File: config.mk
export PLATFORM = sky130hd
export DESIGN_NAME = ccs_clock_ctrl_flat
export DESIGN_NICKNAME = d
export VERILOG_FILES = /design/src/ccs_pkg.sv /design/src/ccs_if.sv /design/src/ccs_clock_ctrl.sv /design/src/flat_wrapper.sv
export SDC_FILE = /design/constraint.sdc
export NUM_CORES = 1
export LEC_CHECK = 0
export BUFFER_PORTS_ARGS = -buffer_cell sky130_fd_sc_hd__buf_4
export CAP_MARGIN = 10
export CORE_MARGIN = 2
export CORE_UTILIZATION = 60
export CTS_CLUSTER_DIAMETER = 30
export CTS_CLUSTER_SIZE = 20
export DETAILED_ROUTE_END_ITERATION = 12
export GPL_ROUTABILITY_DRIVEN = 0
export GPL_TIMING_DRIVEN = 0
export HOLD_SLACK_MARGIN = 0.02
export PLACE_DENSITY = 0.79
export SLEW_MARGIN = 20
export SYNTH_ARGS = -nofsm -noshare
export SYNTH_HDL_FRONTEND = slang
export SYNTH_SLANG_ARGS = --single-unit
export TNS_END_PERCENT = 1
File: constraint.sdc
create_clock -name clk -period 7.04 [get_ports clk]
set_input_delay 1.056 -clock clk [delete_from_list [all_inputs] [get_ports clk]]
set_output_delay 1.056 -clock clk [all_outputs]
set_load 0.05 [all_outputs]
File: src/ccs_pkg.sv
/*
 Constants shared by both ends of the CPU clock switchover link: control
 register layout, reset value, switchover counts, rates and host offsets.
 Assumes a single 100 MHz system clock on which both ends run.
*/
package ccs_pkg;
	// ----------------------------------------------------------------
	// Processor clock control layout
	// ----------------------------------------------------------------
	localparam logic [7:0]  PCC_RESET       = 8'h04;
	localparam int          DIV_LSB         = 0;
	localparam int          DIV_W           = 3;
	localparam int          CSS_BIT         = 4;
	localparam int          CLS_BIT         = 5;
	localparam int          FRC_BIT         = 6;
	localparam int          MCC_BIT         = 7;
	localparam logic [2:0]  DIV_SLOWEST     = 3'h4;

	// ----------------------------------------------------------------
	// Switchover counts in old-clock instructions
	// ----------------------------------------------------------------
	localparam logic [7:0]  SW_MAIN_BASE    = 8'h10;
	localparam logic [7:0]  SW_SUB_BASE     = 8'h40;
	localparam logic [7:0]  SW_FROM_SUB     = 8'h01;

	// ----------------------------------------------------------------
	// Rates
	// ----------------------------------------------------------------
	localparam int          CLK_FREQ_HZ     = 100000000;
	localparam int          MAIN_FREQ_HZ    = 5000000;
	localparam int          SUB_FREQ_HZ     = 32768;
	localparam int          MAIN_DIV        = CLK_FREQ_HZ / MAIN_FREQ_HZ;
	localparam int          SUB_DIV         = CLK_FREQ_HZ / SUB_FREQ_HZ;
	localparam int          STAB_EXP        = 17;
	localparam int          STAB_PERIODS    = 2 ** STAB_EXP;
	localparam logic [5:0]  SUB_INSTR_LAST  = 6'h03;
	localparam int          HOST_STAB_CYCLES = STAB_PERIODS * MAIN_DIV;

	// ----------------------------------------------------------------
	// Host register map (byte offsets) and status bits
	// ----------------------------------------------------------------
	localparam logic [3:0]  CTRL_OFS        = 4'h0;
	localparam logic [3:0]  STATUS_OFS      = 4'h4;
	localparam logic [3:0]  ICOUNT_OFS      = 4'h8;
	localparam int          ST_CLS          = 0;
	localparam int          ST_RUN          = 1;
	localparam int          ST_OSC          = 2;
	localparam int          ST_PEND         = 3;
	localparam int          ST_REFUSED      = 4;
	localparam int          ST_WAIT         = 5;
endpackage

File: src/ccs_if.sv
/*
 Link between the clock switchover controller and its host.
 Assumes both ends share clk; no crossing is needed on this link.
*/
`timescale 1ns/10ps
interface ccs_if;
	logic       pcc_wr;
	logic [7:0] pcc_wdata;
	logic [7:0] pcc_rdata;
	logic       cpu_tick;
	logic       cpu_run;
	logic       main_osc_on;
	logic       sw_pending;

	modport dev (
		input  pcc_wr,
		input  pcc_wdata,
		output pcc_rdata,
		output cpu_tick,
		output cpu_run,
		output main_osc_on,
		output sw_pending
	);
	modport ctl (
		output pcc_wr,
		output pcc_wdata,
		input  pcc_rdata,
		input  cpu_tick,
		input  cpu_run,
		input  main_osc_on,
		input  sw_pending
	);
endinterface

File: src/ccs_clock_ctrl.sv
/*
 CPU clock switchover controller: control register, oscillator stabilization,
 instruction-rate tick generation and delayed clock switchover.
 Assumes the host obeys the software-side ordering on the link.
*/
// The register offsets and the Avalon-MM interface to the registers are this design's own decisions.
// Summary of operation
// Divide field and source bit select CPU clock
// Old clock runs on for bounded instructions
// Readable status shows active clock source
// Divide change delay 16/8/4/2/1, subsystem 1
// Main-to-sub delay 64 scaled by old divide
// Delay counted in old clock instruction times
// Software never changes divide with main-to-sub
// Sub-to-main with divide change applies both
// Reset waits 2^17 main periods before running
// After reset run slowest main divide
// Clearing stop bit restarts main oscillator
// Software selects subclock only when stable
// Software waits stabilization after main restart
// Reset loads control value 04h
// Stop bit halts main only on subclock
// Subclock instruction time ignores divide field
// Status bit changes at actual switchover
`timescale 1ns/10ps
module ccs_clock_ctrl
	import ccs_pkg::*;
#(
	parameter int MAIN_DIVIDE  = MAIN_DIV,
	parameter int SUB_DIVIDE   = SUB_DIV,
	parameter int STAB_COUNT   = STAB_PERIODS
) (
	input  wire logic clk,
	input  wire logic srst,
	ccs_if.dev        link
);
	initial begin
		if (MAIN_DIVIDE < 1 || MAIN_DIVIDE > 65535 || SUB_DIVIDE < 1 || SUB_DIVIDE > 65535)
			$error("Prescaler divide out of range");
		if (STAB_COUNT < 1 || STAB_COUNT > 262143)
			$error("Stabilization count out of range");
	end

	localparam logic [15:0] MAIN_LAST = 16'(MAIN_DIVIDE - 1);
	localparam logic [15:0] SUB_LAST  = 16'(SUB_DIVIDE - 1);
	localparam logic [17:0] STAB_LAST = 18'(STAB_COUNT - 1);

	// ----------------------------------------------------------------
	// State
	// ----------------------------------------------------------------
	logic [15:0] mpre_q,  mpre_d;
	logic [15:0] spre_q,  spre_d;
	logic [17:0] stab_q,  stab_d;
	logic        run_q,   run_d;
	logic [5:0]  icnt_q,  icnt_d;
	logic [2:0]  div_q,   div_d;
	logic        cls_q,   cls_d;
	logic [2:0]  divreg_q, divreg_d;
	logic        css_q,   css_d;
	logic        mcc_q,   mcc_d;
	logic        frc_q,   frc_d;
	logic        pend_q,  pend_d;
	logic [7:0]  pcnt_q,  pcnt_d;
	logic        osc_q,   osc_d;
	logic        tick_q,  tick_d;
	logic [7:0]  rdata_q, rdata_d;

	logic        mtick;
	logic        stick;
	logic        itick;
	logic [5:0]  ilast;
	logic [2:0]  wdiv;

	// ----------------------------------------------------------------
	// Next state
	// ----------------------------------------------------------------
	always_comb begin
		mtick = osc_q && (mpre_q == MAIN_LAST);
		stick = (spre_q == SUB_LAST);
		ilast = cls_q ? SUB_INSTR_LAST : 6'((6'h02 << div_q) - 6'h01);
		itick = run_q && (cls_q ? stick : mtick) && (icnt_q == ilast);
		wdiv  = (link.pcc_wdata[DIV_LSB +: DIV_W] > DIV_SLOWEST) ? DIV_SLOWEST :
			link.pcc_wdata[DIV_LSB +: DIV_W];

		mpre_d   = mpre_q;
		spre_d   = (spre_q == SUB_LAST) ? 16'h0000 : spre_q + 16'h0001;
		stab_d   = stab_q;
		run_d    = run_q;
		icnt_d   = icnt_q;
		div_d    = div_q;
		cls_d    = cls_q;
		divreg_d = divreg_q;
		css_d    = css_q;
		mcc_d    = mcc_q;
		frc_d    = frc_q;
		pend_d   = pend_q;
		pcnt_d   = pcnt_q;
		tick_d   = itick;

		if (osc_q)
			mpre_d = (mpre_q == MAIN_LAST) ? 16'h0000 : mpre_q + 16'h0001;
		else
			mpre_d = 16'h0000;

		if (!run_q && mtick) begin
			if (stab_q == STAB_LAST)
				run_d = 1'b1;
			else
				stab_d = stab_q + 18'h00001;
		end

		if (run_q && (cls_q ? stick : mtick))
			icnt_d = (icnt_q == ilast) ? 6'h00 : icnt_q + 6'h01;

		if (pend_q && itick) begin
			if (pcnt_q <= 8'h01) begin
				div_d  = divreg_q;
				cls_d  = css_q;
				pend_d = 1'b0;
				icnt_d = 6'h00;
			end else begin
				pcnt_d = pcnt_q - 8'h01;
			end
		end

		if (link.pcc_wr) begin
			divreg_d = wdiv;
			css_d    = link.pcc_wdata[CSS_BIT];
			mcc_d    = link.pcc_wdata[MCC_BIT];
			frc_d    = link.pcc_wdata[FRC_BIT];
			pend_d   = 1'b1;
			if (cls_q)
				pcnt_d = SW_FROM_SUB;
			else if (link.pcc_wdata[CSS_BIT])
				pcnt_d = ((SW_SUB_BASE >> div_q) == 8'h00) ? 8'h01 : (SW_SUB_BASE >> div_q);
			else
				pcnt_d = SW_MAIN_BASE >> div_q;
		end

		osc_d   = !(mcc_d && cls_d);
		rdata_d = {mcc_d, frc_d, cls_d, css_d, 1'b0, divreg_d};
	end

	// ----------------------------------------------------------------
	// Registers
	// ----------------------------------------------------------------
	always_ff @(posedge clk) begin
		if (srst) begin
			mpre_q   <= 16'h0000;
			spre_q   <= 16'h0000;
			stab_q   <= 18'h00000;
			run_q    <= 1'b0;
			icnt_q   <= 6'h00;
			div_q    <= PCC_RESET[DIV_LSB +: DIV_W];
			cls_q    <= 1'b0;
			divreg_q <= PCC_RESET[DIV_LSB +: DIV_W];
			css_q    <= PCC_RESET[CSS_BIT];
			mcc_q    <= PCC_RESET[MCC_BIT];
			frc_q    <= PCC_RESET[FRC_BIT];
			pend_q   <= 1'b0;
			pcnt_q   <= 8'h00;
			osc_q    <= 1'b1;
			tick_q   <= 1'b0;
			rdata_q  <= PCC_RESET;
		end else begin
			mpre_q   <= mpre_d;
			spre_q   <= spre_d;
			stab_q   <= stab_d;
			run_q    <= run_d;
			icnt_q   <= icnt_d;
			div_q    <= div_d;
			cls_q    <= cls_d;
			divreg_q <= divreg_d;
			css_q    <= css_d;
			mcc_q    <= mcc_d;
			frc_q    <= frc_d;
			pend_q   <= pend_d;
			pcnt_q   <= pcnt_d;
			osc_q    <= osc_d;
			tick_q   <= tick_d;
			rdata_q  <= rdata_d;
		end
	end

	assign link.pcc_rdata   = rdata_q;
	assign link.cpu_tick    = tick_q;
	assign link.cpu_run     = run_q;
	assign link.main_osc_on = osc_q;
	assign link.sw_pending  = pend_q;
endmodule

File: src/flat_wrapper.sv
// flat-port wrapper written by rule: the top's interface ports become plain ports
module ccs_clock_ctrl_flat import ccs_pkg::*;
#(
	parameter int MAIN_DIVIDE  = MAIN_DIV,
	parameter int SUB_DIVIDE   = SUB_DIV,
	parameter int STAB_COUNT   = STAB_PERIODS
)
  (clk, srst, link_pcc_wr, link_pcc_wdata, link_pcc_rdata, link_cpu_tick, link_cpu_run, link_main_osc_on, link_sw_pending);
  ccs_if link_i ();
  input  wire logic clk;
  input  wire logic srst;
  input wire logic [$bits(link_i.pcc_wr)-1:0] link_pcc_wr;
  input wire logic [$bits(link_i.pcc_wdata)-1:0] link_pcc_wdata;
  output wire logic [$bits(link_i.pcc_rdata)-1:0] link_pcc_rdata;
  output wire logic [$bits(link_i.cpu_tick)-1:0] link_cpu_tick;
  output wire logic [$bits(link_i.cpu_run)-1:0] link_cpu_run;
  output wire logic [$bits(link_i.main_osc_on)-1:0] link_main_osc_on;
  output wire logic [$bits(link_i.sw_pending)-1:0] link_sw_pending;
  assign link_i.pcc_wr = link_pcc_wr;
  assign link_i.pcc_wdata = link_pcc_wdata;
  assign link_pcc_rdata = link_i.pcc_rdata;
  assign link_cpu_tick = link_i.cpu_tick;
  assign link_cpu_run = link_i.cpu_run;
  assign link_main_osc_on = link_i.main_osc_on;
  assign link_sw_pending = link_i.sw_pending;
  ccs_clock_ctrl #(.MAIN_DIVIDE(MAIN_DIVIDE), .SUB_DIVIDE(SUB_DIVIDE), .STAB_COUNT(STAB_COUNT)) u_core (.clk(clk), .srst(srst), .link(link_i));
endmodule
# Yosys cells after proc, flatten, opt, wreduce, memory -nomap -nowiden
# Cells that the tools add are included.
# word_totals
register_bits	86
input_bits	11
out_inout_bits	12
word_cells	75
# op_classes
n_addsub	6
order_cmp	2
eq_ne	5
shift	3
n_mux	22
bitwise_logic	2
n_reduce_logical	18
# op_table
cell	n
8-bit 2-to-1 mux	6
16-bit by 1-bit adder with 16-bit output, second input constant	2
6-bit 2-to-1 mux	5
18-bit by 1-bit adder with 18-bit output, second input constant	1
18-bit by 17-bit equality test with 1-bit output, second input constant	1
16-bit by 12-bit equality test with 1-bit output, second input constant	1
16-bit by 5-bit equality test with 1-bit output, second input constant	1
2-bit AND reduction	5
1-bit 2-to-1 mux	9
8-bit by 1-bit <= comparator with 1-bit output, second input constant	1
8-bit zero test	1
5-bit by 3-bit right shift with 8-bit output, first input constant	1
7-bit by 3-bit right shift with 8-bit output, first input constant	1
8-bit by 1-bit subtractor with 8-bit output, second input constant	1
6-bit by 1-bit adder with 6-bit output, second input constant	1
6-bit equality test	1
1-bit logical AND	6
3-bit 2-to-1 mux	2
2-bit by 3-bit << shifter with 6-bit output, first input constant	1
6-bit by 1-bit subtractor with 6-bit output, second input constant	1
2-bit nonzero test	2
3-bit > comparator, second input constant	1
3-bit OR reduction	1
1-bit zero test	2
3 further kinds	4

# Longest topological paths before layout
# depth
word_depth	9
ltp_mapped	8
depth_no_buf	8

# Worst setup path before layout
# Ideal clock, no wire load.
# synth_path
path_type	flip-flop to flip-flop
start	register u_core.osc_q, in the netlist u_core.link.main_osc_on
end	register u_core.stab_q[16]
t_arrival_ns	2.380
t_required_ns	6.919
setup_slack_ns	4.540
path_stages_with_launch	6
path_cell_list	dfxtp_1 > nor4bb_1 > nand4_1 > a2111oi_1 > nand4_1 > mux2_2
# synth_via
elab_chain_cells	3
# synth_lines
element	line_no	source
start: declaration	ccs_clock_ctrl.sv:64	logic osc_q, osc_d;
start signal: assignment	ccs_clock_ctrl.sv:179	osc_q <= osc_d;
1-bit logical AND	ccs_clock_ctrl.sv:78	mtick = osc_q && (mpre_q == MAIN_LAST);
1-bit logical AND	ccs_clock_ctrl.sv:105	if (!run_q && mtick) begin
2-bit AND reduction (no line)	-	
end signal: assignment	ccs_clock_ctrl.sv:168	stab_q <= stab_d;
end: declaration	ccs_clock_ctrl.sv:53	logic [17:0] stab_q, stab_d;
# No other way between the ends.
# A chain may end at the register's enable or synchronous reset.

# Worst setup path after layout
# layout_path
start	register u_core.mpre_q[0]
end	register u_core.stab_q[15]
# layout_via
elab_chain_cells	4
# layout_lines
element	line_no	source
start: declaration	ccs_clock_ctrl.sv:51	logic [15:0] mpre_q, mpre_d;
start signal: assignment	ccs_clock_ctrl.sv:166	mpre_q <= mpre_d;
16-bit by 5-bit equality test with 1-bit output	ccs_clock_ctrl.sv:78	
1-bit logical AND	ccs_clock_ctrl.sv:78	
1-bit logical AND	ccs_clock_ctrl.sv:105	
2-bit AND reduction (no line)	-	
# No other way between the ends.

==> impl_metrics.ini <==
[cells_and_area]
nNetsFinal = 499
postLayoutCellArea_sq_um = 4320
multi_input_area_sq_um = 2140
diodes = 0
fill_cells = 543
syn2layout_area_growth_pct = 12.1
layout.area.seq_sq_um = 1560
drive_gt1_frac = 0.121
post-route-util = 0.688

[logic_synthesis]
synth_common_cells = nor2_1 (83), dfxtp_1 (78), xor2_1 (35)
synth_edf_count = 0
yosysSeqAreaShare = 0.405
syn-cell-area_sq_um = 3850
avgSynthCellArea_sq_um = 8.54
synth_top_cells_by_area = dfxtp_1 (41%), nor2_1 (8.1%), xor2_1 (8.0%)
synth_top_area_frac = 0.405
synth.most_common_cell = nor2_1
async_flop_share = 0
ys_types = 57
synthesis.instances = 451
synth_largest_area_cell = dfxtp_1
synth_nets = 469
ys.flop_type = dfxtp_1
yosys_warnings = 0
synth_seq_cells = 78

[clock_tree]
post_cts.repair.setup_buffers = 0
worstSkewPairLatency_ps = 360
clk_pin_slew_ps = 90
cts-resized-gates = 0
cts_max_level = 3
cts_sinks = 78
cts-root-buf = clkbuf_8
cts_buffers = 9
hold_buffers = 0
tritoncts = done
clockBufferDepth = 2

[sta]
rsz0062_at_grt = false
setup_violations = 0
maxSlewViolCount = 0
slew_headroom = 0.481
fmax_mhz = 348
hold_viol = 0
period_needed_ps = 2870
fin_crit_sh = 0.408
worstMarginPinSlew_ps = 777
skew_ps = 13.0
tns_ps = 0
hold_slack_ps = 497

[detailed_routing]
viasPerCell = 5.77
drt_iter0_drc = 137
first_pass_iters = 5
wl_mm = 8.09
drc = 0
wl_per_cell_um = 14.4
postRouteAntennaNets = 0
num_vias = 3246

[global_route]
grt_pass1_wl_mm = 14.0
grt_overflow = 0
grt_max_degree = 15
grt_util_all_layers = 0.243
antenna_found_initial = 0
grt_pass1_vias = 3013

[power]
p_per_area_nw_per_um2 = 209
p_switching_w = 0.000225
power_frac_seq = 0.508
peakVddDrop_v = 0.000164
power_frac_comb = 0.072
p_clk_frac = 0.419
p_sw_frac = 0.250
p_total_w = 0.000901
p_leak_nw = 1.64
internal_power_w = 0.000676

[setup_path]
reg2reg_from = u_core.mpre_q[0]
required_ps = 7270
critPathMaxFanout = 10
critical_path.startpoint_type = flip-flop
crit_type = reg -> reg
worstSetupEndpointType = flip-flop
crit_arrival_ps = 3110
startpoint = u_core.mpre_q[0]

[floorplan]
start_util = 0.614
rows = 29
die_area_sq_um = 7080
die_h_um = 84.1
die_w_um = 84.1
io_pins = 23
core_sq_um = 6280

[place]
dpl.hpwl_mm = 5.78
io_buffers = 19
placed_cell_area_sq_um = 4100

[job]
cap_violations = 0

[status]
outcome = finished clean

[worst_hold_path]
hp-class = reg -> reg
hold_start = u_core.spre_q[0]
## cells by family (layout without fill, tap and decap cells)
group,count (synthesis),after routing,synth area share
multiplexers,11,11,0.0292
other,1,1,0.000973
AO/OA/AOI/OAI,55,55,0.100
flip-flops,78,78,0.405
AND/OR/NAND/NOR,220,220,0.297
buffers and inverters,33,68,0.0403
XOR/XNOR,46,46,0.105
adder cells (fa/ha/maj),7,7,0.0227
## cell type report
| cell class | instances | area share |
|---|---|---|
| multi-input cells | 340 | 0.496 |
| flip-flops and latches | 78 | 0.362 |
| repair buffers | 19 | 0.0330 |
| clock buffers | 10 | 0.0296 |
| plain buffers | 21 | 0.0255 |
| well taps | 77 | 0.0223 |
| clock inverters | 6 | 0.0217 |
| inverters | 12 | 0.0104 |
## metrics by stage
step / setup WS, ps / std cells
after detailed placement: 4290 / 547
final: 4170 / 563
after global placement: 4080 / 547
after global routing: 3950 / 563
after floorplan: 4540 / 451
after CTS: 4250 / 563
## cell usage in the layout, fill, tap and decap left out, drive strengths merged, types with 3 or more instances in the layout
cell type  count
a2111oi        3
a211oi         6
a21oi         17
a22oi          4
and2           3
and3          12
and4           5
buf           29
clkbuf        21
dfxtp         78
ha             7
inv           14
mux2i          9
nand2         24
nand2b         4
nand3         28
nand4         11
nor2          83
nor2b          4
nor3           8
nor3b          5
nor4           8
nor4b          3
o21ai          9
or2            4
or3            6
xnor2         11
xor2          35
## state kept, by name, summed over array words and instances (netlist names)
name and cells:
u_core.div_q 3, u_core.icnt_q 6, u_core.link.cpu_run 1, u_core.link.cpu_tick 1, u_core.link.main_osc_on 1, u_core.link.pcc_rdata 7, u_core.link.sw_pending 1, u_core.mpre_q 16
u_core.pcnt_q 8, u_core.spre_q 16, u_core.stab_q 18
## critical path, cell delays in order, from the launching register on
cell	delay, ps
dfxtp_1	440
ha_1	340
nor4b_1	350
nand4_1	230
a311oi_1	550
clkbuf_1	450
nand4_1	170
xor2_1	170
nor2_1	50
## routing by layer
layer,wire length [um],GRT usage
met1,3680,0.307
met5,0,0
met2,3850,0.403
met3,414,0.0501
met4,152,0.106
## path summary, 6_finish.rpt
kind / depth (start not counted) / slack (ps) / end
worst max-delay path: 8 / 4170 / u_core.stab_q[15]
worst min-delay path: 1 / 500 / u_core.spre_q[0]
worst max register to register: 8 / 4170 / u_core.stab_q[15]
worst min register to register: 1 / 500 / u_core.spre_q[0]
## power groups by stage
| stage | registers, W | logic [W] | clock network, W |
|---|---|---|---|
| 2_1_floorplan | 0.000469 | 0.0000433 | 0 |
| 3_3_place_gp | 0.000467 | 0.0000640 | 0 |
| 3_5_place_dp | 0.000468 | 0.0000645 | 0 |
| 4_1_cts | 0.000458 | 0.0000649 | 0.000384 |
| 5_1_grt | 0.000459 | 0.0000720 | 0.000400 |
| 6_report | 0.000458 | 0.0000653 | 0.000378 |
Note: power is estimated with default switching activity, not from simulation.
